[config.mk]
export PLATFORM = sky130hd
export DESIGN_NAME = bpm_ctrl
export DESIGN_NICKNAME = d
export VERILOG_FILES = /design/src/hdl/bpm_pkg.sv /design/src/hdl/bpm_ctrl.sv
export SDC_FILE = /design/constraint.sdc
export NUM_CORES = 1
export LEC_CHECK = 0
export ABC_AREA = 1
export BUFFER_PORTS_ARGS = -buffer_cell sky130_fd_sc_hd__buf_4
export CORE_MARGIN = 1
export CORE_UTILIZATION = 51
export CTS_CLUSTER_SIZE = 8
export DETAILED_ROUTE_END_ITERATION = 7
export PLACE_DENSITY = 0.76
export RECOVER_POWER = 25
export SLEW_MARGIN = 10
export SYNTH_ARGS = -nofsm -noshare
export SYNTH_HDL_FRONTEND = slang
export SYNTH_SLANG_ARGS = --single-unit
[constraint.sdc]
create_clock -name hclk -period 1.3 [get_ports hclk]
set_input_delay 0.195 -clock hclk [delete_from_list [all_inputs] [get_ports hclk]]
set_output_delay 0.195 -clock hclk [all_outputs]
set_load 0.03 [all_outputs]
[src/hdl/bpm_pkg.sv]
//
// Functional notes
// - Boost and charge swap only via a 2 s gap with all switches off.
// - A valid input supply always selects charge mode.
// - No input: select low gives boost, select high gives high impedance.
// - Plain variant: boost starts after button held low over 100 ms.
// - Flashlight variant: boost starts after button held low over 30 ms.
// - Flashlight variant: each 3 s press toggles the flashlight driver.
// - Output at 4.25 V while input limiting: input switch off, retry after 2 s.
// - Charge steps precondition, fast, top-off, end of charge in order.
// - Each entry to charge mode starts in precondition, leaves it above the precondition level.
// - Precondition current command is 10 % of fast current.
// - Fast charge is constant current until termination voltage, then top-off.
// - Top-off is constant voltage until current under 13 %, then end of charge.
// - End of charge stops charging but keeps watching battery voltage.
// - Battery 200 mV under end voltage restarts constant-current charging.
// - Charging: lamp above level band flashes, lower lamps solid; lamp one lowest.
// - End of charge: no flashing, all four lamps solid.
// - Display mode: reached lamps solid; under 2.9 V dark; alarm variant flashes one.
// - Lower three lamp thresholds follow the top threshold at fixed offsets.
// - Charging or discharging uses impedance-compensated lamp thresholds.
// - Flashing lamps go 1 s on, 1 s off.
// - After push and release the display stays lit about 5 s.
// - High-impedance mode holds every power switch off.
package bpm_pkg;

  // ---------------------------------------------------------------
  // timing
  // ---------------------------------------------------------------
  localparam int CLK_PERIOD_NS  = 40;
  localparam int TICK_PERIOD_NS = 1000000;
  localparam int TICK_CYCLES_DEF = TICK_PERIOD_NS / CLK_PERIOD_NS;
  localparam int MS_W = 13;
  localparam logic [MS_W-1:0] GAP_MS      = 13'h07d0;  // 2000 ms
  localparam logic [MS_W-1:0] HICCUP_MS   = 13'h07d0;  // 2000 ms
  localparam logic [MS_W-1:0] PB_BOOST_MS = 13'h0064;  // 100 ms
  localparam logic [MS_W-1:0] PB_FLASH_MS = 13'h001e;  // 30 ms
  localparam logic [MS_W-1:0] LIGHT_MS    = 13'h0bb8;  // 3000 ms
  localparam logic [MS_W-1:0] BLINK_MS    = 13'h03e8;  // 1000 ms
  localparam logic [MS_W-1:0] DISPLAY_MS  = 13'h1388;  // 5000 ms

  // ---------------------------------------------------------------
  // register map
  // ---------------------------------------------------------------
  localparam logic [7:0] CTRL_ADDR   = 8'h00;
  localparam logic [7:0] STATUS_ADDR = 8'h04;
  localparam int CTRL_FLASH_BIT = 0;
  localparam int CTRL_ALARM_BIT = 1;
  localparam logic [1:0] CTRL_RESET = 2'h0;
  localparam logic [1:0] PIN_IDLE   = 2'h3;

  // ---------------------------------------------------------------
  // types
  // ---------------------------------------------------------------
  typedef enum logic [3:0] {
    MODE_HZ     = 4'h1,
    MODE_GAP    = 4'h2,
    MODE_BOOST  = 4'h4,
    MODE_CHARGE = 4'h8
  } bpm_mode_t;

  typedef enum logic [4:0] {
    CHG_IDLE = 5'h01,
    CHG_PRE  = 5'h02,
    CHG_FAST = 5'h04,
    CHG_TOP  = 5'h08,
    CHG_EOC  = 5'h10
  } bpm_chg_t;

  typedef enum logic [1:0] {
    CUR_OFF   = 2'h0,
    CUR_PRE10 = 2'h1,
    CUR_FAST  = 2'h2,
    CUR_CV    = 2'h3
  } bpm_cur_t;

  typedef struct packed {
    logic       input_supply_valid;
    logic       out_at_uvp;
    logic       in_limit_active;
    logic       above_precond;
    logic       at_term_voltage;
    logic       below_eoc_current;
    logic       below_recharge;
    logic       above_2v9;
    logic [3:0] level_hz;
    logic [3:0] level_comp;
  } bpm_flags_t;

endpackage

[src/hdl/bpm_ctrl.sv]
// Register access over AHB-Lite and the register offsets were decided locally.
`timescale 1ns/100ps
module bpm_ctrl
  import bpm_pkg::*;
#(
  parameter int TICK_CYCLES = TICK_CYCLES_DEF
) (
  // clock and reset
  input  wire logic        hclk,
  input  wire logic        hresetn,
  // ahb-lite slave
  input  wire logic        hsel,
  input  wire logic [31:0] haddr,
  input  wire logic [1:0]  htrans,
  input  wire logic        hwrite,
  input  wire logic [2:0]  hsize,
  input  wire logic [31:0] hwdata,
  input  wire logic        hready,
  output logic      [31:0] hrdata,
  output logic             hreadyout,
  output logic             hresp,
  // pins and comparator flags
  input  wire logic        storage_select_pin,
  input  wire logic        push_button_in,
  input  wire bpm_flags_t  flags_in,
  // power switches and indicators
  output logic             input_path_switch,
  output logic             converter_high_switch,
  output logic             converter_low_switch,
  output bpm_cur_t         charge_current_cmd,
  output logic             flashlight_drive,
  output logic             level_lamp_one,
  output logic             level_lamp_two,
  output logic             level_lamp_three,
  output logic             level_lamp_four
);

  // ---------------------------------------------------------------
  // input synchronisers
  // ---------------------------------------------------------------
  localparam int SW = $bits(bpm_flags_t) + 2;
  // select and button rest high, so reset must not fake a press
  localparam logic [SW-1:0] SYNC_IDLE = {PIN_IDLE, {(SW-2){1'b0}}};
  logic [SW-1:0] sync_a;
  logic [SW-1:0] sync_b;
  bpm_flags_t    fl;
  logic          sel_s;
  logic          pb_low;

  always_ff @(posedge hclk or negedge hresetn) begin
    if (!hresetn) begin
      sync_a <= SYNC_IDLE;
      sync_b <= SYNC_IDLE;
    end else begin
      sync_a <= {storage_select_pin, push_button_in, flags_in};
      sync_b <= sync_a;
    end
  end

  assign fl     = bpm_flags_t'(sync_b[SW-3:0]);
  assign sel_s  = sync_b[SW-1];
  assign pb_low = ~sync_b[SW-2];

  // ---------------------------------------------------------------
  // millisecond timebase
  // ---------------------------------------------------------------
  logic [15:0] tick_cnt;
  logic        ms;

  always_ff @(posedge hclk or negedge hresetn) begin
    if (!hresetn) begin
      tick_cnt <= '0;
      ms       <= 1'b0;
    end else if (tick_cnt == 16'(TICK_CYCLES - 1)) begin
      tick_cnt <= '0;
      ms       <= 1'b1;
    end else begin
      tick_cnt <= tick_cnt + 16'h0001;
      ms       <= 1'b0;
    end
  end

  // ---------------------------------------------------------------
  // register file
  // ---------------------------------------------------------------
  logic [1:0]  ctrl;
  logic        wr_pend;
  logic [7:0]  wr_addr;
  bpm_mode_t   mode;
  bpm_chg_t    chg;
  logic        hiccup;
  logic        take;

  assign take = hsel && htrans[1] && hready;

  always_ff @(posedge hclk or negedge hresetn) begin
    if (!hresetn) begin
      wr_pend   <= 1'b0;
      wr_addr   <= '0;
      hrdata    <= '0;
      hreadyout <= 1'b1;
      hresp     <= 1'b0;
    end else begin
      wr_pend   <= take && hwrite;
      wr_addr   <= haddr[7:0];
      hreadyout <= 1'b1;
      hresp     <= 1'b0;
      if (take && !hwrite && haddr[7:0] == CTRL_ADDR) begin
        hrdata <= {30'h0, ctrl};
      end else if (take && !hwrite && haddr[7:0] == STATUS_ADDR) begin
        hrdata <= {12'h0, level_lamp_four, level_lamp_three, level_lamp_two,
                   level_lamp_one, flashlight_drive, hiccup, charge_current_cmd,
                   3'h0, chg, mode};
      end else begin
        hrdata <= '0;
      end
    end
  end

  always_ff @(posedge hclk or negedge hresetn) begin
    if (!hresetn) begin
      ctrl <= CTRL_RESET;
    end else if (wr_pend && wr_addr == CTRL_ADDR) begin
      ctrl <= hwdata[1:0];
    end
  end

  logic flash_var;
  logic alarm_var;
  assign flash_var = ctrl[CTRL_FLASH_BIT];
  assign alarm_var = ctrl[CTRL_ALARM_BIT];

  // ---------------------------------------------------------------
  // push button timing
  // ---------------------------------------------------------------
  logic [MS_W-1:0] press_ms;
  logic [MS_W-1:0] disp_ms;
  logic            press_ok;
  logic            display_on;

  always_ff @(posedge hclk or negedge hresetn) begin
    if (!hresetn) begin
      press_ms <= '0;
    end else if (!pb_low) begin
      press_ms <= '0;
    end else if (ms && press_ms != LIGHT_MS) begin
      press_ms <= press_ms + 13'h0001;
    end
  end

  always_ff @(posedge hclk or negedge hresetn) begin
    if (!hresetn) begin
      press_ok <= 1'b0;
    end else begin
      press_ok <= pb_low && (press_ms > (flash_var ? PB_FLASH_MS : PB_BOOST_MS));
    end
  end

  always_ff @(posedge hclk or negedge hresetn) begin
    if (!hresetn) begin
      disp_ms <= '0;
    end else if (press_ok) begin
      disp_ms <= DISPLAY_MS;
    end else if (ms && disp_ms != '0) begin
      disp_ms <= disp_ms - 13'h0001;
    end
  end

  assign display_on = press_ok || disp_ms != '0;

  always_ff @(posedge hclk or negedge hresetn) begin
    if (!hresetn) begin
      flashlight_drive <= 1'b0;
    end else if (!flash_var) begin
      flashlight_drive <= 1'b0;
    end else if (pb_low && ms && press_ms == LIGHT_MS - 13'h0001) begin
      flashlight_drive <= ~flashlight_drive;
    end
  end

  // ---------------------------------------------------------------
  // mode selection
  // ---------------------------------------------------------------
  logic [MS_W-1:0] gap_ms;

  always_ff @(posedge hclk or negedge hresetn) begin
    if (!hresetn) begin
      mode   <= MODE_HZ;
      gap_ms <= '0;
    end else begin
      case (mode)
        MODE_HZ: begin
          if (fl.input_supply_valid) begin
            mode <= MODE_CHARGE;
          end else if (!sel_s && press_ok) begin
            mode <= MODE_BOOST;
          end
        end
        MODE_BOOST: begin
          if (fl.input_supply_valid) begin
            mode   <= MODE_GAP;
            gap_ms <= '0;
          end else if (sel_s) begin
            mode <= MODE_HZ;
          end
        end
        MODE_CHARGE: begin
          if (!fl.input_supply_valid) begin
            mode   <= MODE_GAP;
            gap_ms <= '0;
          end
        end
        MODE_GAP: begin
          if (gap_ms == GAP_MS) begin
            mode <= MODE_HZ;
          end else if (ms) begin
            gap_ms <= gap_ms + 13'h0001;
          end
        end
        default: mode <= MODE_HZ;
      endcase
    end
  end

  // ---------------------------------------------------------------
  // input current limit hiccup
  // ---------------------------------------------------------------
  logic [MS_W-1:0] hic_ms;

  always_ff @(posedge hclk or negedge hresetn) begin
    if (!hresetn) begin
      hiccup <= 1'b0;
      hic_ms <= '0;
    end else if (mode != MODE_CHARGE) begin
      hiccup <= 1'b0;
      hic_ms <= '0;
    end else if (!hiccup && fl.out_at_uvp && fl.in_limit_active) begin
      hiccup <= 1'b1;
      hic_ms <= '0;
    end else if (hiccup && hic_ms == HICCUP_MS) begin
      hiccup <= 1'b0;
    end else if (hiccup && ms) begin
      hic_ms <= hic_ms + 13'h0001;
    end
  end

  // ---------------------------------------------------------------
  // charge sequencer
  // ---------------------------------------------------------------
  always_ff @(posedge hclk or negedge hresetn) begin
    if (!hresetn) begin
      chg <= CHG_IDLE;
    end else if (mode != MODE_CHARGE) begin
      chg <= CHG_IDLE;
    end else begin
      case (chg)
        CHG_IDLE: chg <= CHG_PRE;
        CHG_PRE:  if (fl.above_precond) chg <= CHG_FAST;
        CHG_FAST: if (fl.at_term_voltage) chg <= CHG_TOP;
        CHG_TOP:  if (fl.below_eoc_current) chg <= CHG_EOC;
        CHG_EOC:  if (fl.below_recharge) chg <= CHG_FAST;
        default:  chg <= CHG_IDLE;
      endcase
    end
  end

  // ---------------------------------------------------------------
  // power switches
  // ---------------------------------------------------------------
  logic conv_on;
  assign conv_on = mode == MODE_BOOST || (mode == MODE_CHARGE && chg != CHG_EOC
                   && chg != CHG_IDLE);

  always_ff @(posedge hclk or negedge hresetn) begin
    if (!hresetn) begin
      input_path_switch     <= 1'b0;
      converter_high_switch <= 1'b0;
      converter_low_switch  <= 1'b0;
      charge_current_cmd    <= CUR_OFF;
    end else begin
      input_path_switch     <= mode == MODE_CHARGE && !hiccup;
      converter_high_switch <= conv_on;
      converter_low_switch  <= conv_on;
      case (mode == MODE_CHARGE ? chg : CHG_IDLE)
        CHG_PRE:  charge_current_cmd <= CUR_PRE10;
        CHG_FAST: charge_current_cmd <= CUR_FAST;
        CHG_TOP:  charge_current_cmd <= CUR_CV;
        default:  charge_current_cmd <= CUR_OFF;
      endcase
    end
  end

  // ---------------------------------------------------------------
  // level lamps
  // ---------------------------------------------------------------
  logic [MS_W-1:0] blink_ms;
  logic            blink;
  logic [3:0]      lvl;
  logic [3:0]      next_lamps;
  logic            charging;

  always_ff @(posedge hclk or negedge hresetn) begin
    if (!hresetn) begin
      blink_ms <= '0;
      blink    <= 1'b1;
    end else if (ms && blink_ms == BLINK_MS - 13'h0001) begin
      blink_ms <= '0;
      blink    <= ~blink;
    end else if (ms) begin
      blink_ms <= blink_ms + 13'h0001;
    end
  end

  assign charging = mode == MODE_CHARGE;
  // analog comparators already place the lower thresholds at fixed offsets
  assign lvl = (charging || mode == MODE_BOOST) ? fl.level_comp : fl.level_hz;

  for (genvar i = 0; i < 4; i++) begin : g_lamp
    logic solid;
    logic flash;
    if (i == 0) begin : g_first
      assign solid = charging ? lvl[0] : (fl.above_2v9 && lvl[0]);
      assign flash = charging ? !lvl[0] : (alarm_var && fl.above_2v9 && !lvl[0]);
    end else begin : g_rest
      assign solid = charging ? (i < 3 && lvl[i]) : (fl.above_2v9 && lvl[i]);
      assign flash = charging && lvl[i-1] && (i == 3 || !lvl[i]);
    end
    assign next_lamps[i] = (charging && chg == CHG_EOC) ? 1'b1 :
                           (!charging && !display_on) ? 1'b0 :
                           (solid || (flash && blink));
  end

  always_ff @(posedge hclk or negedge hresetn) begin
    if (!hresetn) begin
      level_lamp_one   <= 1'b0;
      level_lamp_two   <= 1'b0;
      level_lamp_three <= 1'b0;
      level_lamp_four  <= 1'b0;
    end else begin
      level_lamp_one   <= next_lamps[0];
      level_lamp_two   <= next_lamps[1];
      level_lamp_three <= next_lamps[2];
      level_lamp_four  <= next_lamps[3];
    end
  end

  // ---------------------------------------------------------------
  // checks
  // ---------------------------------------------------------------
  AST_GAP_HOLD: assert property (@(posedge hclk) disable iff (!hresetn)
    (mode == MODE_GAP && gap_ms < GAP_MS) |=> mode == MODE_GAP)
    else $error("gap left before 2 s");

  AST_GAP_OFF: assert property (@(posedge hclk) disable iff (!hresetn)
    (mode == MODE_GAP) [*2] |-> !input_path_switch && !converter_high_switch
                              && !converter_low_switch)
    else $error("switch on during gap");

  AST_VIN_LEAVES_BOOST: assert property (@(posedge hclk) disable iff (!hresetn)
    (mode == MODE_BOOST && fl.input_supply_valid) |=> mode == MODE_GAP)
    else $error("valid input did not leave boost");

  AST_SEL_HIGH_NO_BOOST: assert property (@(posedge hclk) disable iff (!hresetn)
    (mode == MODE_HZ && sel_s) |=> mode != MODE_BOOST)
    else $error("boost entered with select high");

  AST_HZ_SWITCHES: assert property (@(posedge hclk) disable iff (!hresetn)
    $past(mode) == MODE_HZ |-> !converter_high_switch && !input_path_switch
    && !converter_low_switch)
    else $error("switch on in high impedance");

  AST_PRE_CURRENT: assert property (@(posedge hclk) disable iff (!hresetn)
    (mode == MODE_CHARGE && chg == CHG_PRE) |=> charge_current_cmd == CUR_PRE10)
    else $error("precondition current wrong");

  AST_PRE_TO_FAST: assert property (@(posedge hclk) disable iff (!hresetn)
    (mode == MODE_CHARGE && chg == CHG_PRE && fl.above_precond) |=> chg == CHG_FAST)
    else $error("precondition not left");

  AST_TOP_TO_EOC: assert property (@(posedge hclk) disable iff (!hresetn)
    (mode == MODE_CHARGE && chg == CHG_TOP && fl.below_eoc_current) |=> chg == CHG_EOC
    ##1 charge_current_cmd == CUR_OFF)
    else $error("top-off did not end");

  AST_RECHARGE: assert property (@(posedge hclk) disable iff (!hresetn)
    (mode == MODE_CHARGE && chg == CHG_EOC && fl.below_recharge) |=> chg == CHG_FAST)
    else $error("recharge missed");

  AST_HICCUP_OFF: assert property (@(posedge hclk) disable iff (!hresetn)
    $rose(hiccup) |=> !input_path_switch)
    else $error("input switch on in hiccup");

  AST_EOC_LAMPS: assert property (@(posedge hclk) disable iff (!hresetn)
    (mode == MODE_CHARGE && chg == CHG_EOC) |=> level_lamp_one && level_lamp_two
    && level_lamp_three && level_lamp_four)
    else $error("lamps not solid at end of charge");

endmodule

==> out/qor.json <==
{
  "antenna_found_initial": {"value": 0},
  "timing.critical_path.from_type": {"value": "flop"},
  "clock-sinks": {"value": 167},
  "finalMaxSlewViolations": {"value": 0},
  "min_path_cells": {"value": 3},
  "grt_first_pass_wirelength": {"value": 42.06, "unit": "mm"},
  "design.core.area": {"value": 15890, "unit": "um2"},
  "seq_total_area_yosys": {"value": 50.56, "unit": "%"},
  "number_of_global_route_vias_before_repair": {"value": 8838},
  "synthCells": {"value": 1013},
  "asyncSetResetFlopFracSynth": {"value": 100.0, "unit": "%"},
  "power_density_over_the_cells": {"value": 1077, "unit": "nW/um2"},
  "crit_required": {"value": 1.62, "unit": "ns"},
  "clk_root_buffer_cell": {"value": "clkbuf_16"},
  "drive_gt1_share": {"value": 47.85, "unit": "%"},
  "critical-path-top-cell-by-count": {"value": "nand3_2"},
  "hold_start": {"value": "htrans[1]"},
  "crit_path_end_kind": {"value": "flop"},
  "violations_in_the_final_reports": {"value": "negative setup slack"},
  "p_sw_share": {"value": 32.28, "unit": "%"},
  "die_x_extent": {"value": 129.4, "unit": "um"},
  "slew_headroom": {"value": 44.80, "unit": "%"},
  "tritoncts.num_buffers": {"value": 17},
  "num_rows": {"value": 46},
  "cts_tree": {"value": "built"},
  "grt_max_degree": {"value": 45},
  "power.share.combinational": {"value": 23.8, "unit": "%"},
  "fmax": {"value": 530.8, "unit": "MHz"},
  "reg2reg_depth": {"value": 10},
  "drt_wl_total": {"value": 34.69, "unit": "mm"},
  "r2r-end": {"value": "hic_ms[12]"},
  "io_pins": {"value": 136},
  "die_h": {"value": 129.4, "unit": "um"},
  "hold_viol": {"value": 0},
  "cts_buffer_depth": {"value": 2},
  "timing.critical_path.arrival": {"value": 2.20, "unit": "ns"},
  "drt_first_iter_violations": {"value": 1316},
  "final.setup.worst_slack": {"value": -0.5838, "unit": "ns"},
  "post-route-cell-area": {"value": 13260, "unit": "um2"},
  "synthFlopType": {"value": "dfrtp_1"},
  "diodes": {"value": 0},
  "global_placement_routability_congestion": {"value": 0.8847},
  "critical_path.max_fanout": {"value": 6},
  "dieArea": {"value": 16750, "unit": "um2"},
  "internal_power": {"value": 9670, "unit": "uW"},
  "flow.area_growth_from_synthesis": {"value": 60.11, "unit": "%"},
  "num_vias": {"value": 9610},
  "cp_slowest_cell": {"value": "dfrtp_1"},
  "layout.core_utilization": {"value": 83.48, "unit": "%"},
  "routedWlPerCell": {"value": 21.81, "unit": "um"},
  "placed_area": {"value": 10470, "unit": "um2"},
  "grt_use_total": {"value": 32.74, "unit": "%"},
  "floorplan.initialDensity": {"value": 52.14, "unit": "%"},
  "timing.hold.worst.class": {"value": "input port to flop"},
  "min_period_over_period": {"value": 144.9, "unit": "%"},
  "postRouteAntennaNets": {"value": 0},
  "via_per_inst": {"value": 6.040},
  "synth_enable_flop_cells": {"value": 0},
  "finalWorstPathRequiredPeriod": {"value": 1.884, "unit": "ns"},
  "power.ir.vdd_worst": {"value": 1.225, "unit": "mV"},
  "synthesis.yosys.warnings": {"value": 0},
  "tightestPinTransition": {"value": 0.8281, "unit": "ns"},
  "drc": {"value": 0},
  "flop_pwr_share": {"value": 39.4, "unit": "%"},
  "nNetsFinal": {"value": 1469},
  "gr-total-overflow": {"value": 0},
  "ys_types": {"value": 40},
  "clock_insertion_delay_worst_skew": {"value": 0.46, "unit": "ns"},
  "port_buffers": {"value": 60},
  "reg2reg_from": {"value": "hic_ms[0]"},
  "regToRegSetupSlack": {"value": -0.58, "unit": "ns"},
  "worstHoldEndpoint": {"value": "wr_pend"},
  "hpwl_after_detailed_placement": {"value": 14.12, "unit": "mm"},
  "net_switching_power_figure": {"value": 4610, "unit": "uW"},
  "crit_chain": {"value": "inv_2 > ha_4 > nand2_2 > nor3_2 > nand3_1 > nand3_2 > nand2_4 > buf_8 > nand3_2 > nand2_1"},
  "yosys_register_bits": {"value": 167},
  "syn_area_per_cell": {"value": 8.177, "unit": "um2"},
  "timing.clock.skew": {"value": 0.007307, "unit": "ns"},
  "depth_of_the_cts_h_tree": {"value": 4},
  "timing.max_cap.violations": {"value": 0},
  "power.share.clock": {"value": 36.8, "unit": "%"},
  "setup_viol_count_final": {"value": 104},
  "grt_setup_unrepaired": {"value": "true"},
  "p_leak": {"value": 0.006558, "unit": "uW"},
  "cpPeakStageDelay": {"value": 0.42, "unit": "ns"},
  "synth_area": {"value": 8283, "unit": "um2"},
  "run_status": {"value": "complete, but fails checks"},
  "timing_worst_setup_path_type": {"value": "flop to flop"},
  "drt-pass1-iter-count": {"value": 7},
  "clock_pin_slew_reported_for_the_worst_setup_and_hold_paths_after_clock_tree_synthesis": {"value": 0.07, "unit": "ns"}
}
## synth_stat cells, types with 3 or more instances
| library cell | instances | area [um2] |
|---|---|---|
| o22ai_1 | 3 | 18.77 |
| dfstp_2 | 7 | 183.9 |
| nor2_2 | 8 | 50.05 |
| xor2_1 | 28 | 245.2 |
| nand4_1 | 36 | 225.2 |
| a21oi_1 | 18 | 90.09 |
| nor3_1 | 27 | 135.1 |
| nand3_1 | 68 | 340.3 |
| ha_1 | 15 | 187.7 |
| nand2_2 | 6 | 37.54 |
| clkbuf_1 | 3 | 11.26 |
| buf_4 | 20 | 150.1 |
| o21ai_2 | 10 | 87.58 |
| dfrtp_1 | 160 | 4004 |
| nand2_1 | 256 | 960.9 |
| o21ai_1 | 6 | 30.03 |
| inv_1 | 129 | 484.2 |
| inv_2 | 6 | 22.52 |
| o21ai_0 | 28 | 140.1 |
| nand3_2 | 4 | 40.04 |
| nor4_1 | 6 | 37.54 |
| nand3b_1 | 5 | 37.54 |
| buf_2 | 5 | 25.02 |
| nor2_1 | 129 | 484.2 |
| o21bai_1 | 4 | 30.03 |
| buf_6 | 5 | 56.30 |
## power groups by stage
| stage | clock (uW) | sequential [uW] | combinational (uW) |
|---|---|---|---|
| CTS | 5140 | 5570 | 2650 |
| finish | 5260 | 5630 | 3400 |
| global placement | 0 | 5650 | 2220 |
| detailed placement | 0 | 5660 | 2270 |
| floorplan | 0 | 5710 | 1280 |
| global route | 5440 | 5630 | 3540 |
## kinds of logic (layout without fill, tap and decap cells)
group / after synthesis / after routing / share of synthesized area, %
compound gates: 77 / 77 / 5.619
xor+xnor: 29 / 29 / 3.067
fa+ha+maj: 15 / 15 / 2.266
buf+inv: 168 / 514 / 9.048
flops: 167 / 167 / 50.56
other cells: 2 / 17 / 0.09067
simple gates: 555 / 556 / 29.35
## cell type report
class                   count  area (um2)
repair inverters            1       8.758
fillers                   779        2624
clock buffers              20       446.7
inverters                 135       545.5
well taps                 216       270.3
flip-flops and latches    167        4202
repair buffers            346        2908
clock inverters            12       145.1
multi-input cells         694        4736
## cells in the final DEF, fill, tap and decap left out, types with 5 or more instances in the layout
master | Yosys | final
nand2_1 | 256 | 175
ha_4 | 0 | 11
nor3_4 | 0 | 7
clkinv_4 | 0 | 6
a21oi_1 | 18 | 8
nor3_2 | 0 | 10
nand3_2 | 4 | 33
o21ai_0 | 28 | 6
clkbuf_16 | 0 | 18
o21ai_2 | 10 | 28
dfrtp_1 | 160 | 149
inv_2 | 6 | 25
dlygate4sd3_1 | 0 | 30
nand2_2 | 6 | 58
nand3b_1 | 5 | 5
buf_6 | 5 | 44
nand4_1 | 36 | 36
nor2_1 | 129 | 90
a21oi_2 | 0 | 10
buf_4 | 20 | 236
nand2_4 | 1 | 28
dfrtp_2 | 0 | 11
conb_1 | 2 | 17
nor2_4 | 2 | 22
nand3_1 | 68 | 31
dfstp_2 | 7 | 7
nor3_1 | 27 | 10
nand3_4 | 0 | 8
o21ai_1 | 6 | 7
buf_12 | 0 | 5
clkbuf_4 | 0 | 21
clkbuf_1 | 3 | 8
nor2_2 | 8 | 27
xor2_1 | 28 | 27
inv_1 | 129 | 102
## per-layer routing
metal	vias up	global-route usage, %	wire length [um]
met5	-	0	0
met4	0	20.31	2739
met3	309	6.689	3538
met2	922	55.60	16370
met1	4487	38.21	12050
li1	3892	-	-
## metrics by stage
stage | total power, uW | hold slack, ns | setup slack (ns) | cells | setup TNS [ns]
2_1_floorplan | 6992 | -0.1006 | -0.1269 | 1028 | -2.413
3_3_place_gp | 7870 | 0.08844 | -0.1505 | 1464 | -6.529
3_5_place_dp | 7928 | 0.08562 | -0.1949 | 1464 | -10.34
4_1_cts | 13350 | 0.01012 | -0.1840 | 1570 | -8.659
5_1_grt | 14610 | 0.05313 | -0.5983 | 1591 | -29.46
6_report | 14280 | 0.004496 | -0.5838 | 1591 | -25.18
## flip-flops by register name, indices dropped and copies added, names as in the netlist, 2 cells and up
| signal | count |
|---|---|
| blink_ms | 13 |
| charge_current_cmd | 2 |
| chg | 5 |
| ctrl | 2 |
| disp_ms | 13 |
| gap_ms | 13 |
| hic_ms | 13 |
| hrdata | 17 |
| mode | 4 |
| press_ms | 13 |
| sync_a | 18 |
| sync_b | 18 |
| tick_cnt | 16 |
| wr_addr | 8 |
## what timing repair did
item                                    4_1_cts  5_1_grt
setup buffers                                48       27
endpoints found under the setup margin       89      118
pin swaps                                    76      113
resized for setup                           208      185
hold buffers                                 30        0
hold endpoints to repair                    191        0
gates cloned                                  1        2
## worst max-delay path, delay by kind of cell (launching register included)
kind	cells	cell delay [ns]
adders and majority gates	1	0.15
DFF	1	0.42
buffers and inverters	2	0.28
and+or+nand+nor	7	0.89
## worst max path at each step
stage                start           to  slack, ns  cells past startpoint
2_1_floorplan    hic_ms[0]    hic_ms[9]      -0.13                     10
3_3_place_gp   blink_ms[1]  blink_ms[8]      -0.15                      8
3_5_place_dp     hic_ms[0]    hic_ms[8]      -0.19                      9
4_1_cts            mode[0]   gap_ms[11]      -0.18                     10
5_1_grt          hic_ms[1]   hic_ms[12]      -0.60                     10
6_report         hic_ms[0]   hic_ms[12]      -0.58                     10
Power figures use the tool's default switching activity.
